## src/include/psram_ctrl_pkg.sv

```systemverilog
// shared constants, codes and pin bundle of the pseudo-static memory host
package psram_ctrl_pkg;
    localparam int CLK_PERIOD_NS = 20;
    localparam int ADDR_W        = 20;
    localparam int DATA_W        = 16;
    localparam int TMR_W         = 13;
    localparam int SYNC_CYC      = 2;

    localparam int T_CYCLE_NS = 70;
    localparam int T_ZZWE_NS  = 10;
    localparam int T_ZZ_US    = 10;
    localparam int T_INIT_US  = 150;
    localparam int ACC_CYC    =
        (T_CYCLE_NS + CLK_PERIOD_NS - 1) / CLK_PERIOD_NS;
    localparam int ZZWE_CYC   =
        (T_ZZWE_NS + CLK_PERIOD_NS - 1) / CLK_PERIOD_NS;
    // sleep entry needs the pin low strictly longer than the minimum
    localparam int ZZ_CYC     = T_ZZ_US * 1000 / CLK_PERIOD_NS + 1;
    localparam int INIT_CYC   =
        (T_INIT_US * 1000 + CLK_PERIOD_NS - 1) / CLK_PERIOD_NS;

    localparam logic [7:0] REG_CMD    = 8'h00;
    localparam logic [7:0] REG_CFG    = 8'h04;
    localparam logic [7:0] REG_STATUS = 8'h08;
    localparam logic [7:0] REG_RDATA  = 8'h0C;
    localparam logic [7:0] REG_ADDR   = 8'h10;
    localparam logic [7:0] REG_WDATA  = 8'h14;

    localparam int CFG_PAGE_BIT  = 7;
    localparam int CFG_TEMP_LSB  = 5;
    localparam int CFG_SLEEP_BIT = 4;
    localparam int CFG_PART_LSB  = 0;
    localparam logic [ADDR_W-1:0] CFG_USED_MASK = 20'h000F7;
    localparam logic [ADDR_W-1:0] CFG_RESET     = 20'h00070;
    localparam logic [1:0] TEMP_85C  = 2'h3;
    localparam logic [1:0] TEMP_70C  = 2'h0;
    localparam logic [1:0] TEMP_45C  = 2'h1;
    localparam logic [1:0] TEMP_15C  = 2'h2;
    localparam logic [2:0] PART_FULL = 3'h0;
    localparam logic [2:0] PART_NONE = 3'h4;
    localparam logic [ADDR_W-1:0] SOFT_ADDR_DEF = 20'hFFFFF;

    localparam int ST_BUSY    = 0;
    localparam int ST_ASLEEP  = 1;
    localparam int ST_INIT    = 2;
    localparam int ST_SOFT    = 3;
    localparam int ST_REFUSED = 4;
    localparam int ST_INVALID = 5;
    localparam int ST_PAGE    = 6;

    typedef enum logic [2:0] {
        C_NONE     = 3'h0,
        C_PIN_LOAD = 3'h1,
        C_SOFT_WR  = 3'h2,
        C_SOFT_RD  = 3'h3,
        C_SLEEP    = 3'h4,
        C_WAKE     = 3'h5,
        C_MEM_RD   = 3'h6,
        C_MEM_WR   = 3'h7
    } cmd_t;

    typedef enum logic [2:0] {
        S_IDLE       = 3'h0,
        S_ZZ_SETUP   = 3'h1,
        S_STROBE     = 3'h3,
        S_RECOV      = 3'h2,
        S_SLEEP_HOLD = 3'h6,
        S_ASLEEP     = 3'h7,
        S_INIT_WAIT  = 3'h5
    } state_t;

    typedef struct packed {
        logic [ADDR_W-1:0] a;
        logic [DATA_W-1:0] dq_o;
        logic              dq_oe;
        logic              ce_n;
        logic              we_n;
        logic              oe_n;
        logic              lb_n;
        logic              ub_n;
        logic              low_power_request_n;
    } pins_t;

    localparam pins_t PINS_IDLE = '{a: 20'h00000, dq_o: 16'h0000,
        dq_oe: 1'b0, ce_n: 1'b1, we_n: 1'b1, oe_n: 1'b1, lb_n: 1'b1,
        ub_n: 1'b1, low_power_request_n: 1'b1};
endpackage

```

## src/hw/cycle_timer.sv

```systemverilog
// down-counting cycle timer with an expiry level
`timescale 1ns/100ps
module cycle_timer #(
    parameter int W = 13
) (
    input  wire logic         clk_i,
    input  wire logic         rst_i,
    input  wire logic         load_i,
    input  wire logic [W-1:0] count_i,
    output logic              expired_o
);
    logic [W-1:0] cnt_ff;
    logic [W-1:0] nxt_cnt;

    assign nxt_cnt   = load_i ? count_i :
                       (cnt_ff == '0) ? cnt_ff : cnt_ff - 1'b1;
    assign expired_o = (cnt_ff == '0);

    always_ff @(posedge clk_i) begin
        if (rst_i) begin
            cnt_ff <= '0;
        end else begin
            cnt_ff <= nxt_cnt;
        end
    end
endmodule

```

## src/hw/psram_cfg_host.sv

```systemverilog
// host controller that configures and sleeps a pseudo-static memory
`timescale 1ns/100ps
// What this block does
// - Host writes zero into reserved bits 19:8 and 3.
// - Deep power-down is changed only by pin loads, never software.
// - After deep power-down exit, wait 150 us before normal accesses.
// - Temperature setting must be at or above case temperature.
// - Power pin low over 10 us enters sleep; high exits it.
// - Pin load: pin falls, then a write latches address into config.
// - Soft access: two reads, two writes at top address, or read last.
module psram_cfg_host
    import psram_ctrl_pkg::*;
#(
    parameter int                INIT_CYCLES = INIT_CYC,
    parameter logic [ADDR_W-1:0] SOFT_ADDR   = SOFT_ADDR_DEF
) (
    input  wire logic              clk_i,
    input  wire logic              rst_i,
    input  wire logic [7:0]        paddr_i,
    input  wire logic              psel_i,
    input  wire logic              penable_i,
    input  wire logic              pwrite_i,
    input  wire logic [31:0]       pwdata_i,
    output logic      [31:0]       prdata_o,
    output logic                   pready_o,
    output logic                   pslverr_o,
    output pins_t                  pins_o,
    input  wire logic [DATA_W-1:0] dq_i
);

    localparam logic [TMR_W-1:0] WR_LEN   = TMR_W'(ACC_CYC - 1);
    localparam logic [TMR_W-1:0] RD_LEN   = TMR_W'(ACC_CYC + SYNC_CYC - 1);
    localparam logic [TMR_W-1:0] ZZWE_LEN = TMR_W'(ZZWE_CYC - 1);
    localparam logic [TMR_W-1:0] ZZ_LEN   = TMR_W'(ZZ_CYC - 1);
    localparam logic [TMR_W-1:0] INIT_LEN = TMR_W'(INIT_CYCLES - 1);

    state_t              state_ff;
    state_t              nxt_state;
    cmd_t                op_ff;
    logic [1:0]          step_ff;
    logic [1:0]          nxt_step;
    pins_t               pins_ff;
    pins_t               nxt_pins;
    logic [ADDR_W-1:0]   cfg_ff;
    logic [ADDR_W-1:0]   shadow_ff;
    logic [ADDR_W-1:0]   addr_ff;
    logic [DATA_W-1:0]   wdata_ff;
    logic [DATA_W-1:0]   rdata_ff;
    logic [DATA_W-1:0]   dq_meta_ff;
    logic [DATA_W-1:0]   dq_sync_ff;
    logic                soft_ff;
    logic                refused_ff;
    logic                invalid_ff;
    logic                pready_ff;
    logic [31:0]         prdata_ff;
    logic                pslverr_ff;
    logic                tmr_load;
    logic [TMR_W-1:0]    tmr_count;
    logic                tmr_done;
    logic                begin_acc;

    // register bus decode
    wire        acc_en     = psel_i & penable_i & pready_ff;
    wire        wr_en      = acc_en & pwrite_i;
    wire        hit_cmd    = (paddr_i == REG_CMD);
    wire        hit_cfg    = (paddr_i == REG_CFG);
    wire        hit_status = (paddr_i == REG_STATUS);
    wire        hit_rdata  = (paddr_i == REG_RDATA);
    wire        hit_addr   = (paddr_i == REG_ADDR);
    wire        hit_wdata  = (paddr_i == REG_WDATA);
    wire        mapped     = hit_cmd | hit_cfg | hit_status | hit_rdata |
                             hit_addr | hit_wdata;
    wire        idle       = (state_ff == S_IDLE);
    // page mode is a property of the device; the host only reports it
    wire        page_on    = shadow_ff[CFG_PAGE_BIT];
    wire [6:0]  status_v   = {page_on, invalid_ff, refused_ff, soft_ff,
                              state_ff == S_INIT_WAIT,
                              state_ff == S_ASLEEP, !idle};
    wire [31:0] rd_mux     =
        hit_cfg    ? {12'h000, cfg_ff}   :
        hit_status ? {25'h0, status_v} :
        hit_rdata  ? {16'h0000, rdata_ff} :
        hit_addr   ? {12'h000, addr_ff}  :
        hit_wdata  ? {16'h0000, wdata_ff} : 32'h00000000;

    // command acceptance
    wire        cmd_wr     = wr_en & hit_cmd;
    wire cmd_t  cmd_code   = cmd_t'(pwdata_i[2:0]);
    wire        dpd_change = cfg_ff[CFG_SLEEP_BIT] !=
                             shadow_ff[CFG_SLEEP_BIT];
    wire        cmd_ok     = (cmd_code == C_WAKE) ?
                             (state_ff == S_ASLEEP) :
                             (idle && cmd_code != C_NONE &&
                              !(cmd_code == C_SOFT_WR && dpd_change));
    wire        start      = cmd_wr & cmd_ok;
    wire        refuse     = cmd_wr & ~cmd_ok;
    wire        st_clr     = wr_en & hit_status;

    // what the next access on the pins looks like
    wire cmd_t  acc_op     = idle ? cmd_code : op_ff;
    wire [1:0]  acc_step   = (state_ff == S_RECOV) ? step_ff + 2'h1 : 2'h0;
    wire        acc_soft   = (acc_op == C_SOFT_WR) || (acc_op == C_SOFT_RD);
    wire        acc_read   = acc_soft ?
        (acc_step < 2'h2 || (acc_step == 2'h3 && acc_op == C_SOFT_RD)) :
        (acc_op == C_MEM_RD);
    wire [ADDR_W-1:0] acc_addr = (acc_op == C_PIN_LOAD) ? cfg_ff :
                                 acc_soft ? SOFT_ADDR : addr_ff;
    wire [DATA_W-1:0] acc_wdata = acc_soft ? cfg_ff[DATA_W-1:0] : wdata_ff;

    wire        cur_soft   = (op_ff == C_SOFT_WR) || (op_ff == C_SOFT_RD);
    wire        last_step  = cur_soft ? (step_ff == 2'h3) : 1'b1;
    wire        acc_end    = (state_ff == S_STROBE) && tmr_done;
    wire        cfg_commit = acc_end && last_step &&
                             (op_ff == C_PIN_LOAD || op_ff == C_SOFT_WR);
    wire        enter_dpd  = (state_ff == S_SLEEP_HOLD) && tmr_done &&
                             !shadow_ff[CFG_SLEEP_BIT];

    cycle_timer #(
        .W         (TMR_W)
    ) u_timer (
        .clk_i     (clk_i),
        .rst_i     (rst_i),
        .load_i    (tmr_load),
        .count_i   (tmr_count),
        .expired_o (tmr_done)
    );

    always_comb begin
        nxt_state = state_ff;
        nxt_pins  = pins_ff;
        nxt_step  = step_ff;
        tmr_load  = 1'b0;
        tmr_count = '0;
        begin_acc = 1'b0;
        unique case (state_ff)
            S_IDLE: begin
                if (start && cmd_code == C_PIN_LOAD) begin
                    nxt_pins.low_power_request_n = 1'b0;
                    nxt_state = S_ZZ_SETUP;
                    tmr_load  = 1'b1;
                    tmr_count = ZZWE_LEN;
                end else if (start && cmd_code == C_SLEEP) begin
                    nxt_pins.low_power_request_n = 1'b0;
                    nxt_state = S_SLEEP_HOLD;
                    tmr_load  = 1'b1;
                    tmr_count = ZZ_LEN;
                end else if (start) begin
                    begin_acc = 1'b1;
                end
            end
            S_ZZ_SETUP: begin
                begin_acc = tmr_done;
            end
            S_STROBE: begin
                if (tmr_done) begin
                    nxt_pins.ce_n  = 1'b1;
                    nxt_pins.we_n  = 1'b1;
                    nxt_pins.oe_n  = 1'b1;
                    nxt_pins.dq_oe = 1'b0;
                    nxt_state      = S_RECOV;
                end
            end
            S_RECOV: begin
                if (!last_step) begin
                    begin_acc = 1'b1;
                end else begin
                    nxt_pins.low_power_request_n = 1'b1;
                    nxt_state = S_IDLE;
                end
            end
            S_SLEEP_HOLD: begin
                if (tmr_done) begin
                    nxt_state = S_ASLEEP;
                end
            end
            S_ASLEEP: begin
                if (start) begin
                    nxt_pins.low_power_request_n = 1'b1;
                    if (!shadow_ff[CFG_SLEEP_BIT]) begin
                        nxt_state = S_INIT_WAIT;
                        tmr_load  = 1'b1;
                        tmr_count = INIT_LEN;
                    end else begin
                        nxt_state = S_IDLE;
                    end
                end
            end
            S_INIT_WAIT: begin
                if (tmr_done) begin
                    nxt_state = S_IDLE;
                end
            end
            default: begin
                nxt_state = S_IDLE;
                nxt_pins  = PINS_IDLE;
            end
        endcase
        if (begin_acc) begin
            nxt_state      = S_STROBE;
            nxt_step       = acc_step;
            nxt_pins.a     = acc_addr;
            nxt_pins.dq_o  = acc_wdata;
            nxt_pins.dq_oe = !acc_read;
            nxt_pins.ce_n  = 1'b0;
            nxt_pins.we_n  = acc_read;
            nxt_pins.oe_n  = !acc_read;
            nxt_pins.lb_n  = 1'b0;
            nxt_pins.ub_n  = 1'b0;
            tmr_load       = 1'b1;
            tmr_count      = acc_read ? RD_LEN : WR_LEN;
        end
    end

    always_ff @(posedge clk_i) begin
        if (rst_i) begin
            state_ff <= S_IDLE;
            op_ff    <= C_NONE;
            step_ff  <= 2'h0;
            pins_ff  <= PINS_IDLE;
        end else begin
            state_ff <= nxt_state;
            op_ff    <= (idle && start) ? cmd_code : op_ff;
            step_ff  <= nxt_step;
            pins_ff  <= nxt_pins;
        end
    end

    // bus-side registers; reserved config bits are cleared on entry
    always_ff @(posedge clk_i) begin
        if (rst_i) begin
            cfg_ff   <= CFG_RESET;
            addr_ff  <= '0;
            wdata_ff <= '0;
        end else if (wr_en && idle) begin
            if (hit_cfg) begin
                cfg_ff <= pwdata_i[ADDR_W-1:0] &
                          CFG_USED_MASK;
            end
            if (hit_addr) begin
                addr_ff <= pwdata_i[ADDR_W-1:0];
            end
            if (hit_wdata) begin
                wdata_ff <= pwdata_i[DATA_W-1:0];
            end
        end
    end

    // device config as last loaded, and sticky status flags
    always_ff @(posedge clk_i) begin
        if (rst_i) begin
            shadow_ff  <= CFG_RESET;
            soft_ff    <= 1'b0;
            refused_ff <= 1'b0;
            invalid_ff <= 1'b0;
            rdata_ff   <= '0;
        end else begin
            shadow_ff  <= cfg_commit ? cfg_ff : shadow_ff;
            soft_ff    <= soft_ff |
                          (cfg_commit && op_ff == C_SOFT_WR);
            refused_ff <= refuse | (refused_ff & ~(st_clr &
                          pwdata_i[ST_REFUSED]));
            invalid_ff <= enter_dpd | (invalid_ff & ~(st_clr &
                          pwdata_i[ST_INVALID]));
            if (acc_end && !pins_ff.oe_n) begin
                rdata_ff <= dq_sync_ff;
            end
        end
    end

    // data pins come from outside the clock domain
    always_ff @(posedge clk_i) begin
        if (rst_i) begin
            dq_meta_ff <= '0;
            dq_sync_ff <= '0;
        end else begin
            dq_meta_ff <= dq_i;
            dq_sync_ff <= dq_meta_ff;
        end
    end

    // zero-wait slave: ready in every access phase
    always_ff @(posedge clk_i) begin
        if (rst_i) begin
            pready_ff  <= 1'b0;
            prdata_ff  <= '0;
            pslverr_ff <= 1'b0;
        end else begin
            pready_ff  <= psel_i & ~penable_i;
            prdata_ff  <= rd_mux;
            pslverr_ff <= psel_i & ~penable_i & ~mapped;
        end
    end

    assign prdata_o  = prdata_ff;
    assign pready_o  = pready_ff;
    assign pslverr_o = pslverr_ff;
    assign pins_o    = pins_ff;

    // helper counters for the checks below
    logic [15:0] zz_low_cnt_ff;
    logic [15:0] init_cnt_ff;
    always_ff @(posedge clk_i) begin
        if (rst_i) begin
            zz_low_cnt_ff <= '0;
            init_cnt_ff   <= '0;
        end else begin
            zz_low_cnt_ff <= pins_ff.low_power_request_n ? 16'h0000 :
                             zz_low_cnt_ff + 16'h0001;
            init_cnt_ff   <= (state_ff == S_INIT_WAIT) ?
                             init_cnt_ff + 16'h0001 : 16'h0000;
        end
    end
endmodule

```

## config.mk

```make
export PLATFORM = sky130hd
export DESIGN_NAME = psram_cfg_host
export DESIGN_NICKNAME = d
export VERILOG_FILES = /design/src/include/psram_ctrl_pkg.sv /design/src/hw/cycle_timer.sv /design/src/hw/psram_cfg_host.sv
export SDC_FILE = /design/constraint.sdc
export NUM_CORES = 1
export LEC_CHECK = 0
export ABC_AREA = 0
export BUFFER_PORTS_ARGS = -buffer_cell sky130_fd_sc_hd__buf_4
export CAP_MARGIN = 40
export CELL_PAD_IN_SITES_DETAIL_PLACEMENT = 1
export CELL_PAD_IN_SITES_GLOBAL_PLACEMENT = 1
export CORE_ASPECT_RATIO = 0.7
export CORE_MARGIN = 4
export CORE_UTILIZATION = 45
export CTS_CLUSTER_SIZE = 30
export DETAILED_ROUTE_END_ITERATION = 12
export PLACE_DENSITY = 0.86
export SLEW_MARGIN = 20
export SYNTH_ARGS = -nofsm -noshare
export SYNTH_HDL_FRONTEND = slang
export SYNTH_SLANG_ARGS = --single-unit
```

## constraint.sdc

```tcl
create_clock -name clk_i -period 5.37 [get_ports clk_i]
set_clock_uncertainty 0.1 [all_clocks]
set_input_delay 0.537 -clock clk_i [delete_from_list [all_inputs] [get_ports clk_i]]
set_output_delay 0.537 -clock clk_i [all_outputs]
set_load 0.03 [all_outputs]
```

-- Word-level counts from Yosys, hierarchy flattened
Index checks and enable logic that the tools add are counted.
- add/subtract/negate cells: 2
- magnitude comparators: 1
- equality and inequality tests: 41
- multiplexer cells: 53
- bitwise gates (word level): 28
- reduce and logical (&&, ||, !) cells: 43
- operators by type and width (operator ; number):
    $mux W13 ; 5
    $mux W20 ; 3
    $mux W16 ; 3
    $mux W42 ; 1
    $mux W36 ; 1
    $mux W3 ; 10
    $pmux W13 S2 ; 1
    $eq A3 B2 Y1 const B ; 7
    $pmux W3 S7 ; 1
    $eq A3 B3 Y1 const B ; 6
    $mux W9 ; 2
    $eq A8 B4 Y1 const B ; 2
    $eq A8 B5 Y1 const B ; 2
    $mux W1 ; 16
    $mux W8 ; 2
    $logic_and A1 B1 Y1 ; 15
    $reduce_and A7 Y1 ; 2
    $and A1 B1 Y1 ; 13
    $logic_not A13 Y1 ; 1
    $sub A13 B1 Y13 const B ; 1
    $eq A3 B1 Y1 const B ; 4
    $ne A3 B3 Y1 const B ; 4
    $ne A2 B2 Y1 const B ; 5
    $eq A8 B3 Y1 const B ; 1
    other kinds (29) ; 60
- register bits after elaboration: 199
- bits of input ports: 61

-- Logic depth before layout (Yosys ltp)
- word-level depth: 12
- mapped depth: 11
- gate-level depth less buffers: 8

-- Cells and area by module
Synthesis repeated with hierarchy kept, for this count alone.
- cell total of the unflattened synthesis: 826
- area total of the unflattened synthesis: 7511.0 µm²
- modules (own cells, without submodules) (module ; instances ; cells each ; area each (µm²) ; seq. area each (µm²)):
    psram_cfg_host ; 1 ; 741 ; 6725.2 ; 3363.2
    cycle_timer ; 1 ; 85 ; 785.8 ; 260.2

-- Worst setup path after synthesis
No wires, ideal clock.
- path kind: register to register
- start: reg u_timer.cnt_ff[0]
- end: reg rdata_ff[12]
- data arrival time: 2.410 ns
- required time: 5.141 ns
- setup slack: 2.731 ns
- stages on the path, launching flop included: 12
- path buffers: 3
- path through: dfxtp_1 > inv_1 > ha_1 > or4b_1 > buf_6 > or4_4 > nor3_4 > nand2b_2 > buf_6 > buf_6 > nand2_1 > a21oi_2
- cells in the longest elaborated chain, start to end: 3
- ends and longest elaborated chain (item ; RTL line ; source):
    start: declaration ; cycle_timer.sv:12 ; logic [W-1:0] cnt_ff;
    start signal: assignment ; cycle_timer.sv:23 ; cnt_ff <= nxt_cnt;
    $logic_not A13 Y1 ; cycle_timer.sv:17 ; assign expired_o = (cnt_ff == '0);
    $logic_and A1 B1 Y1 ; psram_cfg_host.sv:112 ; wire acc_end = (state_ff == S_STROBE) && tmr_done;
    $logic_and A1 B1 Y1 ; psram_cfg_host.sv:264 ; if (acc_end && !pins_ff.oe_n) begin
    end signal: assignment ; psram_cfg_host.sv:265 ; rdata_ff <= dq_sync_ff;
    end: declaration ; psram_cfg_host.sv:48 ; logic [DATA_W-1:0] rdata_ff;
No other way between the ends.
A chain may end at the register's enable or synchronous reset.

-- Final worst setup path
- start: reg u_timer.cnt_ff[0]
- end: reg pins_ff, in the netlist pins_o[4]
- cells in the longest elaborated chain, start to end: 4
- elaborated cells on any way between the ends: 6
- those cells by class: eq/ne: 2; mux: 2; reduce/logical: 2
- ends and longest elaborated chain (item ; RTL line ; source):
    $logic_not A13 Y1 (*) ; cycle_timer.sv:17 ;
    $pmux W1 S3 ; psram_cfg_host.sv:135 ; unique case (state_ff)
    $ne A3 B3 Y1 (no line) / $ne A2 B1 Y1 (equally long branches) ; - ;
    $reduce_and A2 Y1 (no line) ; - ;
    end signal: assignment ; psram_cfg_host.sv:224 ; pins_ff <= nxt_pins;
    end: declaration ; psram_cfg_host.sv:42 ; pins_t pins_ff;
Every way passes the cells marked *; elsewhere a longest branch is shown, timed or not.

==> run metrics <==
wirelength, routed approximately 24 mm; Site Rows 39; FFs w/ async S/R, synth 0%; synthesized area per cell around 8.9 um^2; Synth cell types 70; CP delay by family, top compound AO/OA/AOI/OAI gates; RR Endpoint pins_o[4]$_SDFFE_PP1P_; Die ar. between 15000 and 20000 um^2; Reg2Reg Depth 8; Total GRT Usage 25.1%; port bufs between 100 and 150; 1st-iter DRT viols between 700 and 800; Synth Warn # 0; Post-CTS Resized 0; Final setup viols 0; core area ~16000 um^2; overall power around 3.5 mW; Layout Cells excl Fill 1169; antenna violations before repair 0; Fin Setup TNS 0 ns; Flop pwr share 42.1%; vias in the first global route around 6400; Min-Delay Path Class primary input to register; final design utilization between 50% and 60%; worst slack at placement 1.87 ns; Min Hold Slack 0.177 ns; Die Wd between 150 and 200 um; max incr delay on CP between 0.6 and 0.7 ns; Slew @ Worst Pin between 0.8 and 0.9 ns; Post-synth EDFFs 0; HP Start penable_i; IO Pins around 140; Hold Crit Depth 2; CTS tree done; Crit. End Element register; worst skew pair latency around 0.45 ns; element type at the critical path start register; FMAX between 0.2 and 0.3 GHz; required time worst endpoint ~5.6 ns; Worst IR Drop VDD between 150 and 200 uV; CP cell instances inv_1 -> ha_1 -> or4b_1 -> nor4_4 -> a31o_4 -> a31o_4 -> o21ai_0 -> a21o_1; Leak around 3.6 nW; WP depth 8; placer congestion estimate ~0.89; Sw Ratio between 30% and 40%; vias per std cell roughly 5.7; Area growth syn-to-layout 20.5%; Power Density roughly 380 nW/um^2; status finished clean; post-CTS setup buffers 0; first-pass GRT wire length ~37 mm; Synth Instances about 850; largest net degree at the start of global routing 87; total of max-cap violations 0; Tcrit/Tclk final 63.4%; Max FO, Critical Path 39; register area share after synthesis about half; final hold violations 0; Yosys reg bits ~180; placed cells 1134; post-detailed-route count of antenna-violating nets 0; Tmin final 3.40 ns; First-pass DRT Iterations 7; clock tree buffer depth 2; Max transition margin between 40% and 50%; nets@finish between 900 and 1000; placed cell areas around 8400 um^2; cell mode on critical path a31o_4; root buffer cell clkbuf_16; reg2reg setup slack roughly 2.0 ns; RSZ-0062 raised after global routing false; TritonCTS buffer count 17; Pins Over Slew Limit 0; Mapped Area 7520 um^2; commonest non-fill, non-tap cell in the layout dfxtp_1; reg2reg start u_timer.cnt_ff[0]$_SDFFE_PP0P_; Worst Path Buf+Inv 1; Die Ht ~120 um; slowest CP cell or4b_1; grt total ovfl 0; CP Data Arrival Time 3.65 ns; Final WS setup 1.97 ns; cts hold-fix bufs 0; wire length per cell approximately 20 um; clock sinks 181; # diodes 0; Post-synth top flop dfxtp_1; most frequent cells in the layout dfxtp_1, nand2_1, buf_4; Reg clk slew, reported paths about 0.07 ns; layout cells sized above 1 21.3%; P_int around 2.4 mW; vias roughly 6700; Clock power frac between 30% and 40%; post-route cell area approximately 9100 um^2; Post-route DRC 0; sw power roughly 1.1 mW; combinational power share around a fifth; Worst Hold Endpoint pready_o$_SDFF_PP0_; Post-DP HPWL 15.6 mm; WS Path Type register to register; Initial Utilization a little under half; H-tree Lvls 4
[sequential cells by signal, summed over array words and instances, names as in the netlist]
register and flops:
addr_ff 20, cfg_ff 7, dq_meta_ff 16, dq_sync_ff 16, invalid_ff 1, op_ff 3
pins_o 42, prdata_o 20, pready_o 1, pslverr_o 1, rdata_ff 16, refused_ff 1
shadow_ff 2, soft_ff 1, state_ff 3, step_ff 2, u_timer.cnt_ff 13, wdata_ff 16
[routing by layer]
layer	GRT usage, %	wire (um)	share of wire, %
met1	37.6	11000	46
met2	36.9	10200	43
met3	5.40	2090	8.9
met5	0	0	0
met4	6.70	335	1.4
[area by class of cell]
type                       instances  area, um^2
timing repair buffer             128         993
multi-input combinational        596        3520
sequential                       181        3620
clock buffer                      17         425
inverter                           7        26.3
clock inverter                    15         186
fill                            1877        7290
tap                              225         282
[kinds of logic (layout without fill, tap and decap cells)]
group	Yosys count	after routing	share of synthesized area, %
AOI/OAI and AO/OA	181	181	16.1
xor gates and xnor gates	12	12	1.40
adders and majority gates	2	2	0.333
buffers and inverters	83	167	5.81
DFF	181	181	48.2
muxes	33	33	4.53
other	1	12	0.0499
and+or+nand+nor	356	356	23.6
[worst max-delay path by stage]
stage                                         from                        end  slack (ns)
floorplan           u_timer.cnt_ff[0]$_SDFFE_PP0P_  rdata_ff[12]$_SDFFE_PP0P_        2.73
finish              u_timer.cnt_ff[0]$_SDFFE_PP0P_     pins_o[4]$_SDFFE_PP1P_        1.97
detailed placement                      paddr_i[7]    addr_ff[2]$_SDFFE_PP0P_        1.87
global route        u_timer.cnt_ff[0]$_SDFFE_PP0P_     pins_o[4]$_SDFFE_PP1P_        1.74
CTS                 u_timer.cnt_ff[0]$_SDFFE_PP0P_     pins_o[4]$_SDFFE_PP1P_        1.93
global placement                        paddr_i[7]    addr_ff[4]$_SDFFE_PP0P_        1.95
[power by group through the flow]
stage	combinational, mW	clock (mW)	sequential, mW
after global routing	0.758	1.39	1.46
final	0.693	1.31	1.46
after floorplan	0.524	0	1.47
after CTS	0.684	1.33	1.45
after global placement	0.649	0	1.48
after detailed placement	0.674	0	1.48
[worst reg2reg max path, stage by stage (launching register included)]
cell and delay [ns]:
dfxtp_1 0.34, inv_1 0.13, ha_1 0.24, or4b_1 0.66, nor4_4 0.58, a31o_4 0.29, a31o_4 0.42, o21ai_0 0.33
a21o_1 0.22
[cell usage after synthesis (7+ instances only)]
| cell | count | share of area, % |
|---|---|---|
| a21oi_1 | 100 | 6.7 |
| nor2b_1 | 38 | 3.2 |
| nor3_1 | 12 | 0.80 |
| buf_4 | 15 | 1.5 |
| a222oi_1 | 15 | 2.0 |
| nand3_1 | 54 | 3.6 |
| inv_1 | 7 | 0.35 |
| a21o_1 | 11 | 1.1 |
| and2_1 | 7 | 0.58 |
| mux2i_1 | 25 | 3.3 |
| a22oi_1 | 7 | 0.70 |
| buf_2 | 15 | 1.0 |
| nand2b_1 | 8 | 0.67 |
| nor2_1 | 51 | 2.5 |
| nand2_1 | 141 | 7.0 |
| mux2_2 | 8 | 1.2 |
| clkbuf_1 | 39 | 1.9 |
| xor2_1 | 7 | 0.82 |
| dfxtp_1 | 181 | 48 |
No activity file was read; power rests on OpenSTA's default activity.
